### config.mk
export PLATFORM = sky130hd
export DESIGN_NAME = link_cmd_if
export DESIGN_NICKNAME = d
export VERILOG_FILES = /design/src/design/link_cmd_pkg.sv /design/src/design/link_cmd_if.sv
export VERILOG_INCLUDE_DIRS = /design/src /design/src/design
export SDC_FILE = /design/constraint.sdc
export NUM_CORES = 2
export LEC_CHECK = 0
export ABC_AREA = 1
export BUFFER_PORTS_ARGS = -buffer_cell sky130_fd_sc_hd__buf_2
export CAP_MARGIN = 20
export CORE_ASPECT_RATIO = 0.6
export CORE_UTILIZATION = 32
export CTS_BUF_LIST = sky130_fd_sc_hd__clkbuf_16
export CTS_CLUSTER_SIZE = 10
export DETAILED_ROUTE_END_ITERATION = 10
export GPL_TIMING_DRIVEN = 0
export SYNTH_ARGS = -nofsm -noshare
export SYNTH_HDL_FRONTEND = slang
export SYNTH_SLANG_ARGS = --single-unit
### constraint.sdc
create_clock -name clk_i -period 6.3 [get_ports clk_i]
set_clock_uncertainty 0.05 [all_clocks]
set_input_delay 0.315 -clock clk_i [delete_from_list [all_inputs] [get_ports clk_i]]
set_output_delay 0.315 -clock clk_i [all_outputs]
set_load 0.02 [all_outputs]
### src/design/link_cmd_defs.svh
`ifndef LINK_CMD_DEFS_SVH
`define LINK_CMD_DEFS_SVH

// command word fields
`define CMD_IGNORE_BIT 31
`define CMD_WRITE_BIT 15
`define CMD_ROM_BIT 14
`define CMD_REQUEST_BIT 13
`define CMD_XFER_BIT 12
`define CMD_START_BIT 11
`define CMD_TYPE_HI 10
`define CMD_TYPE_LO 8
`define CMD_PARAM_ADDR_HI 12
`define TYPE_STOP 3'h0
`define TYPE_NORMAL 3'h1
`define TYPE_SETUP 3'h7
`define CMD_STOP_EVERY 16'h0800
`define CMD_IDLE 16'h0000

// host register select codes
`define SEL_CMD 3'h0
`define SEL_DATA 3'h1
`define SEL_CTRL 3'h2
`define SEL_WORD0 3'h3
`define SEL_WORD1 3'h4
`define SEL_WORD2 3'h5

// local parameter addresses and values
`define PARAM_IF_TYPE 13'h0000
`define PARAM_IF_WIDTH 13'h0001
`define PARAM_MAJOR 13'h0002
`define PARAM_MINOR 13'h0003
`define PARAM_GP_IN 13'h0004
`define PARAM_GP_OUT 13'h0005
`define PARAM_PROC_TYPE 13'h0006
`define PARAM_CHANNELS 13'h0007
`define IF_TYPE_VAL 8'h5A // arbitrary code, names no real part
`define IF_WIDTH_VAL 8'h08
`define MAJOR_REV_VAL 8'h01
`define MINOR_REV_VAL 8'h00
`define GP_COUNT_VAL 8'h00
`define PROC_TYPE_VAL 8'hA5 // arbitrary code, names no real part
`define CHANNELS_VAL 8'h08

// control/status word fields
`define CTRL_MODE_HI 31
`define CTRL_MODE_LO 24
`define ST_NOT_READY 7
`define ST_NO_ID 6
`define ST_COM_ERR 5
`define ST_REMOTE_FLT 0
`define LF_REMOTE_FLT 6
`define LF_TIMEOUT 3

// response word layout
`define RSP_WIDTH 105
`define RSP_OK_BIT 104
`define RSP_FLT_HI 103
`define RSP_FLT_LO 96
`define RSP_FIFO_DEPTH 8

// timing
`define CLK_MHZ 200
`define XFER_TIMEOUT_US 500
`define XFER_TIMEOUT_CYCLES (`XFER_TIMEOUT_US * `CLK_MHZ)
`define CHATTER_MS 10
`define CHATTER_CYCLES (`CHATTER_MS * `CLK_MHZ * 1000)

`endif

### src/design/link_cmd_pkg.sv
package link_cmd_pkg;
  typedef enum {ST_IDLE, ST_SCAN, ST_REQ, ST_WAIT, ST_FINISH} seq_state_t;
  typedef enum logic [1:0] {REQ_PROBE, REQ_XFER} req_kind_t;
endpackage

### src/design/link_cmd_if.sv
// Summary of operation
// - command writes with bit 31 set are dropped entirely.
// - one 8-bit data register, low byte of a 32-bit word.
// - parameter read: write address plus bit 13, poll zero, read data.
// - parameter write: wait idle, load data, write address with bits 13 and 15.
// - read-only parameters 0 to 7 describe type, width, revisions, counts, channels.
// - reset or stop-every-channel clears channel state and idles every channel.
// - start probes each masked channel that is stopped and fetches unit, name, pointers.
// - remote is set up; with type normal and without errors zero outputs are sent until first transfer.
// - after start the data register holds a mask of failed channels.
// - first transfer ends zero chatter; host keeps transfers above 20 Hz.
// - 0x0800 halts all traffic and resets all channel variables except the outgoing words and mode bytes.
// - discovery only for channels that were stopped when start arrives.
// - per-channel stop halts masked channels and keeps their variables.
// - transfer sends outgoing words, gathers incoming, clears command when done.
// - after a transfer the data register flags channels with problems.
// - per channel three exchange words in and out plus a control/status word.
// - after start words hold unit number, name, and two contents pointers.
// - pointers read zero without discovery; first transfer replaces setup data.
// - command bits: write 15, rom 14, request 13, transfer 12, start 11, type, mask.
// - command reads back until done, then reads zero.
`include "link_cmd_defs.svh"

module rsp_fifo #(
  parameter int WIDTH = `RSP_WIDTH,
  parameter int DEPTH = `RSP_FIFO_DEPTH
) (
  input wire logic clk_i,
  input wire logic rst_i,
  input wire logic in_valid_i,
  output logic in_ready_o,
  input wire logic [WIDTH-1:0] in_data_i,
  output logic out_valid_o,
  input wire logic out_ready_i,
  output logic [WIDTH-1:0] out_data_o
);
  localparam int AW = $clog2(DEPTH);
  logic [WIDTH-1:0] mem [DEPTH];
  logic [AW-1:0] wr_ptr;
  logic [AW-1:0] rd_ptr;
  logic [AW:0] count;
  wire push = in_valid_i && in_ready_o;
  wire pop = out_valid_o && out_ready_i;
  wire [AW:0] next_count = count + (AW+1)'(push) - (AW+1)'(pop);

  always_ff @(posedge clk_i) begin
    if (rst_i) begin
      count <= '0;
      wr_ptr <= '0;
      rd_ptr <= '0;
      in_ready_o <= 1'b1;
      out_valid_o <= 1'b0;
    end else begin
      count <= next_count;
      in_ready_o <= next_count != (AW+1)'(DEPTH);
      out_valid_o <= next_count != '0;
      if (push) wr_ptr <= wr_ptr + AW'(1);
      if (pop) rd_ptr <= rd_ptr + AW'(1);
    end
  end

  always_ff @(posedge clk_i) begin
    if (push) mem[wr_ptr] <= in_data_i;
  end

  assign out_data_o = mem[rd_ptr];
endmodule // rsp_fifo

module link_cmd_if #(
  parameter int unsigned XFER_TIMEOUT_CYCLES = `XFER_TIMEOUT_CYCLES,
  parameter int unsigned CHATTER_CYCLES = `CHATTER_CYCLES
) (
  input wire logic clk_i,
  input wire logic rst_i,
  input wire logic host_wr_i,
  input wire logic host_rd_i,
  input wire logic [2:0] host_sel_i,
  input wire logic [2:0] host_chan_i,
  input wire logic [31:0] host_wdata_i,
  output logic [31:0] host_rdata_o,
  output logic host_rvalid_o,
  output logic rem_req_valid_o,
  input wire logic rem_req_ready_i,
  output logic [2:0] rem_req_chan_o,
  output link_cmd_pkg::req_kind_t rem_req_kind_o,
  output logic [7:0] rem_req_mode_o,
  output logic [95:0] rem_req_data_o,
  input wire logic rem_rsp_valid_i,
  output logic rem_rsp_ready_o,
  input wire logic [`RSP_WIDTH-1:0] rem_rsp_data_i
);
  function automatic logic [7:0] param_byte(input logic [12:0] addr);
    logic [7:0] v;
    v = 8'h00;
    unique case (addr)
      `PARAM_IF_TYPE: v = `IF_TYPE_VAL;
      `PARAM_IF_WIDTH: v = `IF_WIDTH_VAL;
      `PARAM_MAJOR: v = `MAJOR_REV_VAL;
      `PARAM_MINOR: v = `MINOR_REV_VAL;
      `PARAM_GP_IN: v = `GP_COUNT_VAL;
      `PARAM_GP_OUT: v = `GP_COUNT_VAL;
      `PARAM_PROC_TYPE: v = `PROC_TYPE_VAL;
      `PARAM_CHANNELS: v = `CHANNELS_VAL;
      default: v = 8'h00;
    endcase
    return v;
  endfunction

  link_cmd_pkg::seq_state_t state;
  logic [15:0] cmd;
  logic pend;
  logic [7:0] data_byte;
  logic [7:0] seq_mask;
  logic [2:0] seq_idx;
  link_cmd_pkg::req_kind_t seq_kind;
  logic seq_chatter;
  logic seq_normal;
  logic [7:0] fail_mask;
  logic chatter_en;
  logic [31:0] chatter_cnt;
  logic [31:0] tmo_cnt;
  logic [7:0] active;
  logic [7:0] no_id;
  logic [7:0] com_err;
  logic [7:0] ctrl_mode [8];
  logic [7:0] local_flt [8];
  logic [7:0] remote_flt [8];
  logic [31:0] out_w [8][3];
  logic [31:0] in_w [8][3];
  logic f_valid;
  logic [`RSP_WIDTH-1:0] f_data;

  // host command decode
  wire cmd_sel_wr = host_wr_i && host_sel_i == `SEL_CMD;
  wire cmd_wr = cmd_sel_wr && !host_wdata_i[`CMD_IGNORE_BIT];
  wire [15:0] wcmd = host_wdata_i[15:0];
  wire stop_every = cmd_wr && wcmd == `CMD_STOP_EVERY;
  wire cmd_accept = cmd_wr && !stop_every && cmd == `CMD_IDLE;
  wire [2:0] ctype = cmd[`CMD_TYPE_HI:`CMD_TYPE_LO];
  wire is_start = cmd[`CMD_START_BIT] && (ctype == `TYPE_NORMAL || ctype == `TYPE_SETUP);
  wire is_stop = cmd[`CMD_START_BIT] && ctype == `TYPE_STOP;
  wire is_xfer = cmd[`CMD_XFER_BIT] && !cmd[`CMD_START_BIT];
  wire is_param = cmd[`CMD_REQUEST_BIT] && !cmd[`CMD_XFER_BIT] && !cmd[`CMD_START_BIT];
  wire is_param_wr = is_param && cmd[`CMD_WRITE_BIT];

  // sequencer events
  wire dispatch = state == link_cmd_pkg::ST_IDLE && pend;
  wire chatter_tick = chatter_en && chatter_cnt == CHATTER_CYCLES - 1;
  wire chatter_go = state == link_cmd_pkg::ST_IDLE && !pend && chatter_tick;
  wire rsp_take = state == link_cmd_pkg::ST_WAIT && f_valid;
  wire rsp_ok = f_data[`RSP_OK_BIT];
  wire [7:0] rsp_flt = f_data[`RSP_FLT_HI:`RSP_FLT_LO];
  wire tmo_hit = state == link_cmd_pkg::ST_WAIT && !f_valid && tmo_cnt == XFER_TIMEOUT_CYCLES - 1;
  wire step_done = rsp_take || tmo_hit;
  wire step_fail = tmo_hit || (rsp_take && (!rsp_ok || rsp_flt != 8'h00));
  wire last_idx = seq_idx == 3'h7;
  wire is_probe = seq_kind == link_cmd_pkg::REQ_PROBE;
  wire [7:0] start_mask = cmd[7:0] & ~active;
  wire f_ready = state == link_cmd_pkg::ST_WAIT || state == link_cmd_pkg::ST_IDLE;

  rsp_fifo #(
    .WIDTH(`RSP_WIDTH),
    .DEPTH(`RSP_FIFO_DEPTH)
  ) u_rsp_fifo (
    .clk_i(clk_i),
    .rst_i(rst_i),
    .in_valid_i(rem_rsp_valid_i),
    .in_ready_o(rem_rsp_ready_o),
    .in_data_i(rem_rsp_data_i),
    .out_valid_o(f_valid),
    .out_ready_i(f_ready),
    .out_data_o(f_data)
  );

  // command register, data register and sequencer
  always_ff @(posedge clk_i) begin
    if (rst_i) begin
      state <= link_cmd_pkg::ST_IDLE;
      cmd <= `CMD_IDLE;
      pend <= 1'b0;
      data_byte <= 8'h00;
      seq_mask <= 8'h00;
      seq_idx <= 3'h0;
      seq_kind <= link_cmd_pkg::REQ_PROBE;
      seq_chatter <= 1'b0;
      seq_normal <= 1'b0;
      fail_mask <= 8'h00;
      chatter_en <= 1'b0;
      tmo_cnt <= 32'h0;
    end else if (stop_every) begin
      state <= link_cmd_pkg::ST_IDLE;
      cmd <= `CMD_IDLE;
      pend <= 1'b0;
      chatter_en <= 1'b0;
    end else begin
      if (cmd_accept) begin
        cmd <= wcmd;
        pend <= 1'b1;
      end
      if (host_wr_i && host_sel_i == `SEL_DATA) data_byte <= host_wdata_i[7:0];
      unique case (state)
        link_cmd_pkg::ST_IDLE: begin
          if (dispatch) begin
            pend <= 1'b0;
            seq_idx <= 3'h0;
            fail_mask <= 8'h00;
            seq_chatter <= 1'b0;
            if (is_start) begin
              seq_mask <= start_mask;
              seq_kind <= link_cmd_pkg::REQ_PROBE;
              seq_normal <= ctype == `TYPE_NORMAL;
              state <= link_cmd_pkg::ST_SCAN;
            end else if (is_xfer) begin
              seq_mask <= cmd[7:0];
              seq_kind <= link_cmd_pkg::REQ_XFER;
              chatter_en <= 1'b0;
              state <= link_cmd_pkg::ST_SCAN;
            end else begin
              if (is_param && !is_param_wr) data_byte <= param_byte(cmd[`CMD_PARAM_ADDR_HI:0]);
              cmd <= `CMD_IDLE;
            end
          end else if (chatter_go) begin
            seq_mask <= active;
            seq_kind <= link_cmd_pkg::REQ_XFER;
            seq_chatter <= 1'b1;
            seq_idx <= 3'h0;
            state <= link_cmd_pkg::ST_SCAN;
          end
        end
        link_cmd_pkg::ST_SCAN: begin
          if (seq_mask[seq_idx]) state <= link_cmd_pkg::ST_REQ;
          else if (last_idx) state <= link_cmd_pkg::ST_FINISH;
          else seq_idx <= seq_idx + 3'h1;
        end
        link_cmd_pkg::ST_REQ: begin
          tmo_cnt <= 32'h0;
          if (rem_req_ready_i) state <= link_cmd_pkg::ST_WAIT;
        end
        link_cmd_pkg::ST_WAIT: begin
          tmo_cnt <= tmo_cnt + 32'h1;
          if (step_done) begin
            if (step_fail) fail_mask[seq_idx] <= 1'b1;
            if (last_idx) begin
              state <= link_cmd_pkg::ST_FINISH;
            end else begin
              seq_idx <= seq_idx + 3'h1;
              state <= link_cmd_pkg::ST_SCAN;
            end
          end
        end
        link_cmd_pkg::ST_FINISH: begin
          state <= link_cmd_pkg::ST_IDLE;
          if (!seq_chatter) begin
            data_byte <= fail_mask;
            cmd <= `CMD_IDLE;
            if (is_probe && seq_normal && fail_mask == 8'h00) chatter_en <= 1'b1;
          end
        end
      endcase
    end
  end

  // zero-output chatter period
  always_ff @(posedge clk_i) begin
    if (rst_i || !chatter_en || chatter_tick) chatter_cnt <= 32'h0;
    else chatter_cnt <= chatter_cnt + 32'h1;
  end

  // request to the link engine
  always_ff @(posedge clk_i) begin
    if (rst_i || stop_every) begin
      rem_req_valid_o <= 1'b0;
      rem_req_chan_o <= 3'h0;
      rem_req_kind_o <= link_cmd_pkg::REQ_PROBE;
      rem_req_mode_o <= 8'h00;
      rem_req_data_o <= 96'h0;
    end else if (state == link_cmd_pkg::ST_SCAN && seq_mask[seq_idx]) begin
      rem_req_valid_o <= 1'b1;
      rem_req_chan_o <= seq_idx;
      rem_req_kind_o <= seq_kind;
      rem_req_mode_o <= ctrl_mode[seq_idx];
      if (seq_chatter || is_probe) rem_req_data_o <= 96'h0;
      else rem_req_data_o <= {out_w[seq_idx][2], out_w[seq_idx][1], out_w[seq_idx][0]};
    end else if (state == link_cmd_pkg::ST_REQ && rem_req_ready_i) begin
      rem_req_valid_o <= 1'b0;
    end
  end

  // per-channel state
  always_ff @(posedge clk_i) begin
    if (rst_i || stop_every) begin
      active <= 8'h00;
      no_id <= 8'h00;
      com_err <= 8'h00;
      for (int c = 0; c < 8; c++) begin
        local_flt[c] <= 8'h00;
        remote_flt[c] <= 8'h00;
        for (int k = 0; k < 3; k++) in_w[c][k] <= 32'h0;
      end
    end else begin
      if (dispatch && is_stop) active <= active & ~cmd[7:0];
      if (step_done) begin
        if (tmo_hit) local_flt[seq_idx][`LF_TIMEOUT] <= 1'b1;
        if (rsp_take) begin
          remote_flt[seq_idx] <= rsp_flt;
          if (rsp_flt != 8'h00) local_flt[seq_idx][`LF_REMOTE_FLT] <= 1'b1;
        end
        if (is_probe) begin
          active[seq_idx] <= rsp_take && rsp_ok;
          no_id[seq_idx] <= !(rsp_take && rsp_ok);
        end else begin
          com_err[seq_idx] <= !(rsp_take && rsp_ok);
        end
        if (rsp_take && rsp_ok && !seq_chatter) begin
          in_w[seq_idx][0] <= f_data[31:0];
          in_w[seq_idx][1] <= f_data[63:32];
          in_w[seq_idx][2] <= f_data[95:64];
        end
      end
    end
  end

  // host-written outgoing words and mode bytes
  always_ff @(posedge clk_i) begin
    if (rst_i) begin
      for (int c = 0; c < 8; c++) begin
        ctrl_mode[c] <= 8'h00;
        for (int k = 0; k < 3; k++) out_w[c][k] <= 32'h0;
      end
    end else if (host_wr_i) begin
      if (host_sel_i == `SEL_CTRL) ctrl_mode[host_chan_i] <= host_wdata_i[`CTRL_MODE_HI:`CTRL_MODE_LO];
      if (host_sel_i == `SEL_WORD0) out_w[host_chan_i][0] <= host_wdata_i;
      if (host_sel_i == `SEL_WORD1) out_w[host_chan_i][1] <= host_wdata_i;
      if (host_sel_i == `SEL_WORD2) out_w[host_chan_i][2] <= host_wdata_i;
    end
  end

  // read mux
  wire [7:0] rd_status = {!active[host_chan_i], no_id[host_chan_i], com_err[host_chan_i], 4'h0,
                          remote_flt[host_chan_i] != 8'h00};
  wire [7:0] rd_state_code = {active[host_chan_i], chatter_en, 3'h0, 3'(state)};
  wire [31:0] rd_ctrl = {remote_flt[host_chan_i], rd_state_code, rd_status, local_flt[host_chan_i]};
  wire [31:0] rd_word = host_sel_i == `SEL_CMD ? {16'h0000, cmd} :
                        host_sel_i == `SEL_DATA ? {24'h000000, data_byte} :
                        host_sel_i == `SEL_CTRL ? rd_ctrl :
                        host_sel_i == `SEL_WORD0 ? in_w[host_chan_i][0] :
                        host_sel_i == `SEL_WORD1 ? in_w[host_chan_i][1] :
                        host_sel_i == `SEL_WORD2 ? in_w[host_chan_i][2] : 32'h0;

  always_ff @(posedge clk_i) begin
    if (rst_i) begin
      host_rdata_o <= 32'h0;
      host_rvalid_o <= 1'b0;
    end else begin
      host_rvalid_o <= host_rd_i;
      if (host_rd_i) host_rdata_o <= rd_word;
    end
  end
endmodule // link_cmd_if

==> results.py <==
metrics = {
    "outcome": {
        "status": "finished with violations",
        "violations": "DRC",
    },
    "clocking": {
        "path_clk_slew_ns": 0.06,
        "clock_latency_ns": 0.93,
        "h-tree-depth": 5,
        "root_buffer": "clkbuf_16",
        "cts_tree": "yes",
        "clockBufferDepth": 4,
        "cts_buffers": 328,
        "clkSinkCount": 2823,
    },
    "synth": {
        "yosysWarnings": 0,
        "synth_fp_nets": 11260,
        "synth.distinct_cells": 59,
        "synth.most_common_cell": "nor2_1",
        "ys_seq_area_share_pct": 68.46,
        "syn_area_um2": 119200,
        "yosys-top-cells-count": "nor2_1, edfxtp_1, nand2_1",
        "syn_inst": 11100,
        "synth_area_leader_cell": "edfxtp_1",
        "async_flop_share_pct": 0,
        "synthFlopType": "edfxtp_1",
        "synth_area_leaders": "edfxtp_1, nor2_1, nand2_1, dfxtp_1, o21ai_0",
        "synth-seq-cells": 2823,
        "synth_edf_count": 2504,
        "syn_avg_cell_area_um2": 10.74,
        "yosysTopAreaCellShare_pct": 63.10,
    },
    "route": {
        "dr.first_iter.drc_count": 14760,
        "vias": 92160,
        "first_pass_iters": 10,
        "ant_nets": 0,
        "drc": 54,
        "vias_per_cell": 5.366,
        "wl_per_cell_um": 26.70,
        "wl_um": 458500,
    },
    "sta": {
        "period_minus_slack_ns": 4.971,
        "slew_headroom_pct": 14.05,
        "fmax_mhz": 201.2,
        "slew_violations": 0,
        "tightest_slew_ns": 1.289,
        "fin_crit_sh_pct": 78.91,
        "rsz0062_at_grt": "no",
        "hold_viol": 0,
        "setup_viol": 0,
    },
    "global_route": {
        "grt.total_usage_pct": 23.57,
        "grt_pass1_wl_um": 634500,
        "grt_max_degree": 49,
        "antenna_found_initial": 63,
        "grt-ovfl-total": 0,
        "grt_pass1_vias": 83780,
    },
    "worst_setup_path": {
        "setup.worst_path.start_class": "primary input",
        "worstPathArrival_ns": 5.48,
        "endpoint_kind": "flip-flop",
        "crit_type": "primary input to flip-flop",
        "worstPathMaxFanout": 44,
        "cp_data_required_time_ns": 6.80,
    },
    "floorplan": {
        "die_w_um": 789.8,
        "start_util_pct": 32.18,
        "dieHeight_um": 474.7,
        "fp-row-count": 173,
        "core_um2": 370400,
        "die_area_um2": 374900,
        "ios": 293,
    },
    "place": {
        "globalplace.congestion": 1.009,
        "io_buffers": 287,
        "hpwlAfterDp_um": 327600,
        "dpl_cell_area_um2": 129300,
    },
    "pwr": {
        "total_power_uw": 47470,
        "p_leak_uw": 0.05101,
        "powerDensity_nw_per_um2": 338.4,
        "peakVddDrop_uv": 244.2,
    },
    "job": {
        "maxCapViolCount": 0,
    },
    "finish": {
        "drive_gt1_share_pct": 9.650,
        "finish.net_count": 12140,
        "area_delta_synth_final_pct": 17.73,
        "final_cell_area_um2": 140300,
        "fill_cells": 36100,
    },
    "min_path": {
        "hold_class": "primary input to flip-flop",
    },
}
routing by layer:
metal  part of all wire [%]  vias up  track usage [%]
met3                     16      791            9.476
met1                     43    45200            35.14
met2                     37     6122            30.05
met4                    4.0       38            8.603
li1                       -    40010                -
met5                  0.055        -                0
metrics by stage:
step / setup WS [ns] / hold slack, ns / std cells / util (%) / TNS (ns)
floorplan: 0.5067 / 0.3639 / 11100 / - / 0
global placement: -4.876 / 0.3805 / 16370 / 34.25 / -5223.80
detailed placement: 1.277 / 0.3862 / 16480 / 34.91 / 0
CTS: 1.659 / 0.02171 / 17130 / 37.80 / 0
global route: 1.473 / 0.06677 / 17160 / 37.87 / 0
finish: 1.329 / 0.09870 / 17170 / 37.88 / 0
registers in the layout, summed over array words and instances, names as in the netlist, 32 cells and up, named ones only:
name,cells
u_rsp_fifo.mem,840
in_w,768
out_w,768
rem_req_data_o,96
ctrl_mode,64
remote_flt,64
chatter_cnt,32
host_rdata_o,32
tmo_cnt,32
what timing repair did:
action,4_1_cts,5_1_grt
hold buffers,139,0
buffers inserted,0,0
hold endpoints to repair,919,0
gates resized for setup,0,0
power by group:
group | internal, µW | total, µW | switching [µW]
registers | 21200 | 21500 | 247
logic | 1760 | 8730 | 6970
clock network | 9560 | 17200 | 7690
total | 32600 | 47500 | 14900
kinds of logic after synthesis:
family / count (synthesis) / synth area share (%)
AOI/OAI and AO/OA: 1618 / 8.144
xor gates and xnor gates: 26 / 0.1911
adders and majority gates: 10 / 0.1113
buffers and inverters: 1114 / 3.905
DFF: 2823 / 68.46
muxes: 192 / 1.613
other: 1 / 0.003147
and+or+nand+nor: 5313 / 17.58
worst paths after layout:
kind         cells after the start              from  slack [ns]               end
max                             13  host_wdata_i[13]        1.33       in_w[5][31]
min                              7     host_sel_i[2]         0.1  host_rdata_o[15]
max reg2reg                     14         flip-flop        1.60       in_w[5][31]
min reg2reg                      2       seq_mask[3]        0.40       seq_mask[3]
worst max-delay path: stages:
cell	delay (ns)
dlygate4sd3_1	0.53
buf_2	0.26
clkinv_1	0.62
nand4_1	0.35
nor2_1	0.11
nand3_2	0.19
nand2_2	0.19
buf_2	0.38
inv_2	0.40
clkbuf_1	0.80
nand2_4	0.49
buf_16	0.37
buf_16	0.28
layout by cell type, fill, tap and decap left out, types with 310 or more instances in the layout:
cell type  count
a21oi_1      310
clkbuf_1     494
inv_1        482
dfxtp_1      319
clkbuf_16    333
o21ai_0      620
nor2_1      2586
buf_2        436
nand2_1     2194
edfxtp_1    2504
final cells by class:
cell class	count	area [µm²]	area share (%)
plain buffers	731	3216	2.292
well taps	4987	6240	4.448
inverters	383	1444	1.029
clock buffers	333	8333	5.940
repair buffers	551	5301	3.779
multi-input cells	7160	33120	23.61
flip-flops and latches	2823	81580	58.15
clock inverters	175	980.9	0.6992
diodes	31	77.57	0.05529
Power figures use the tool's default switching activity.
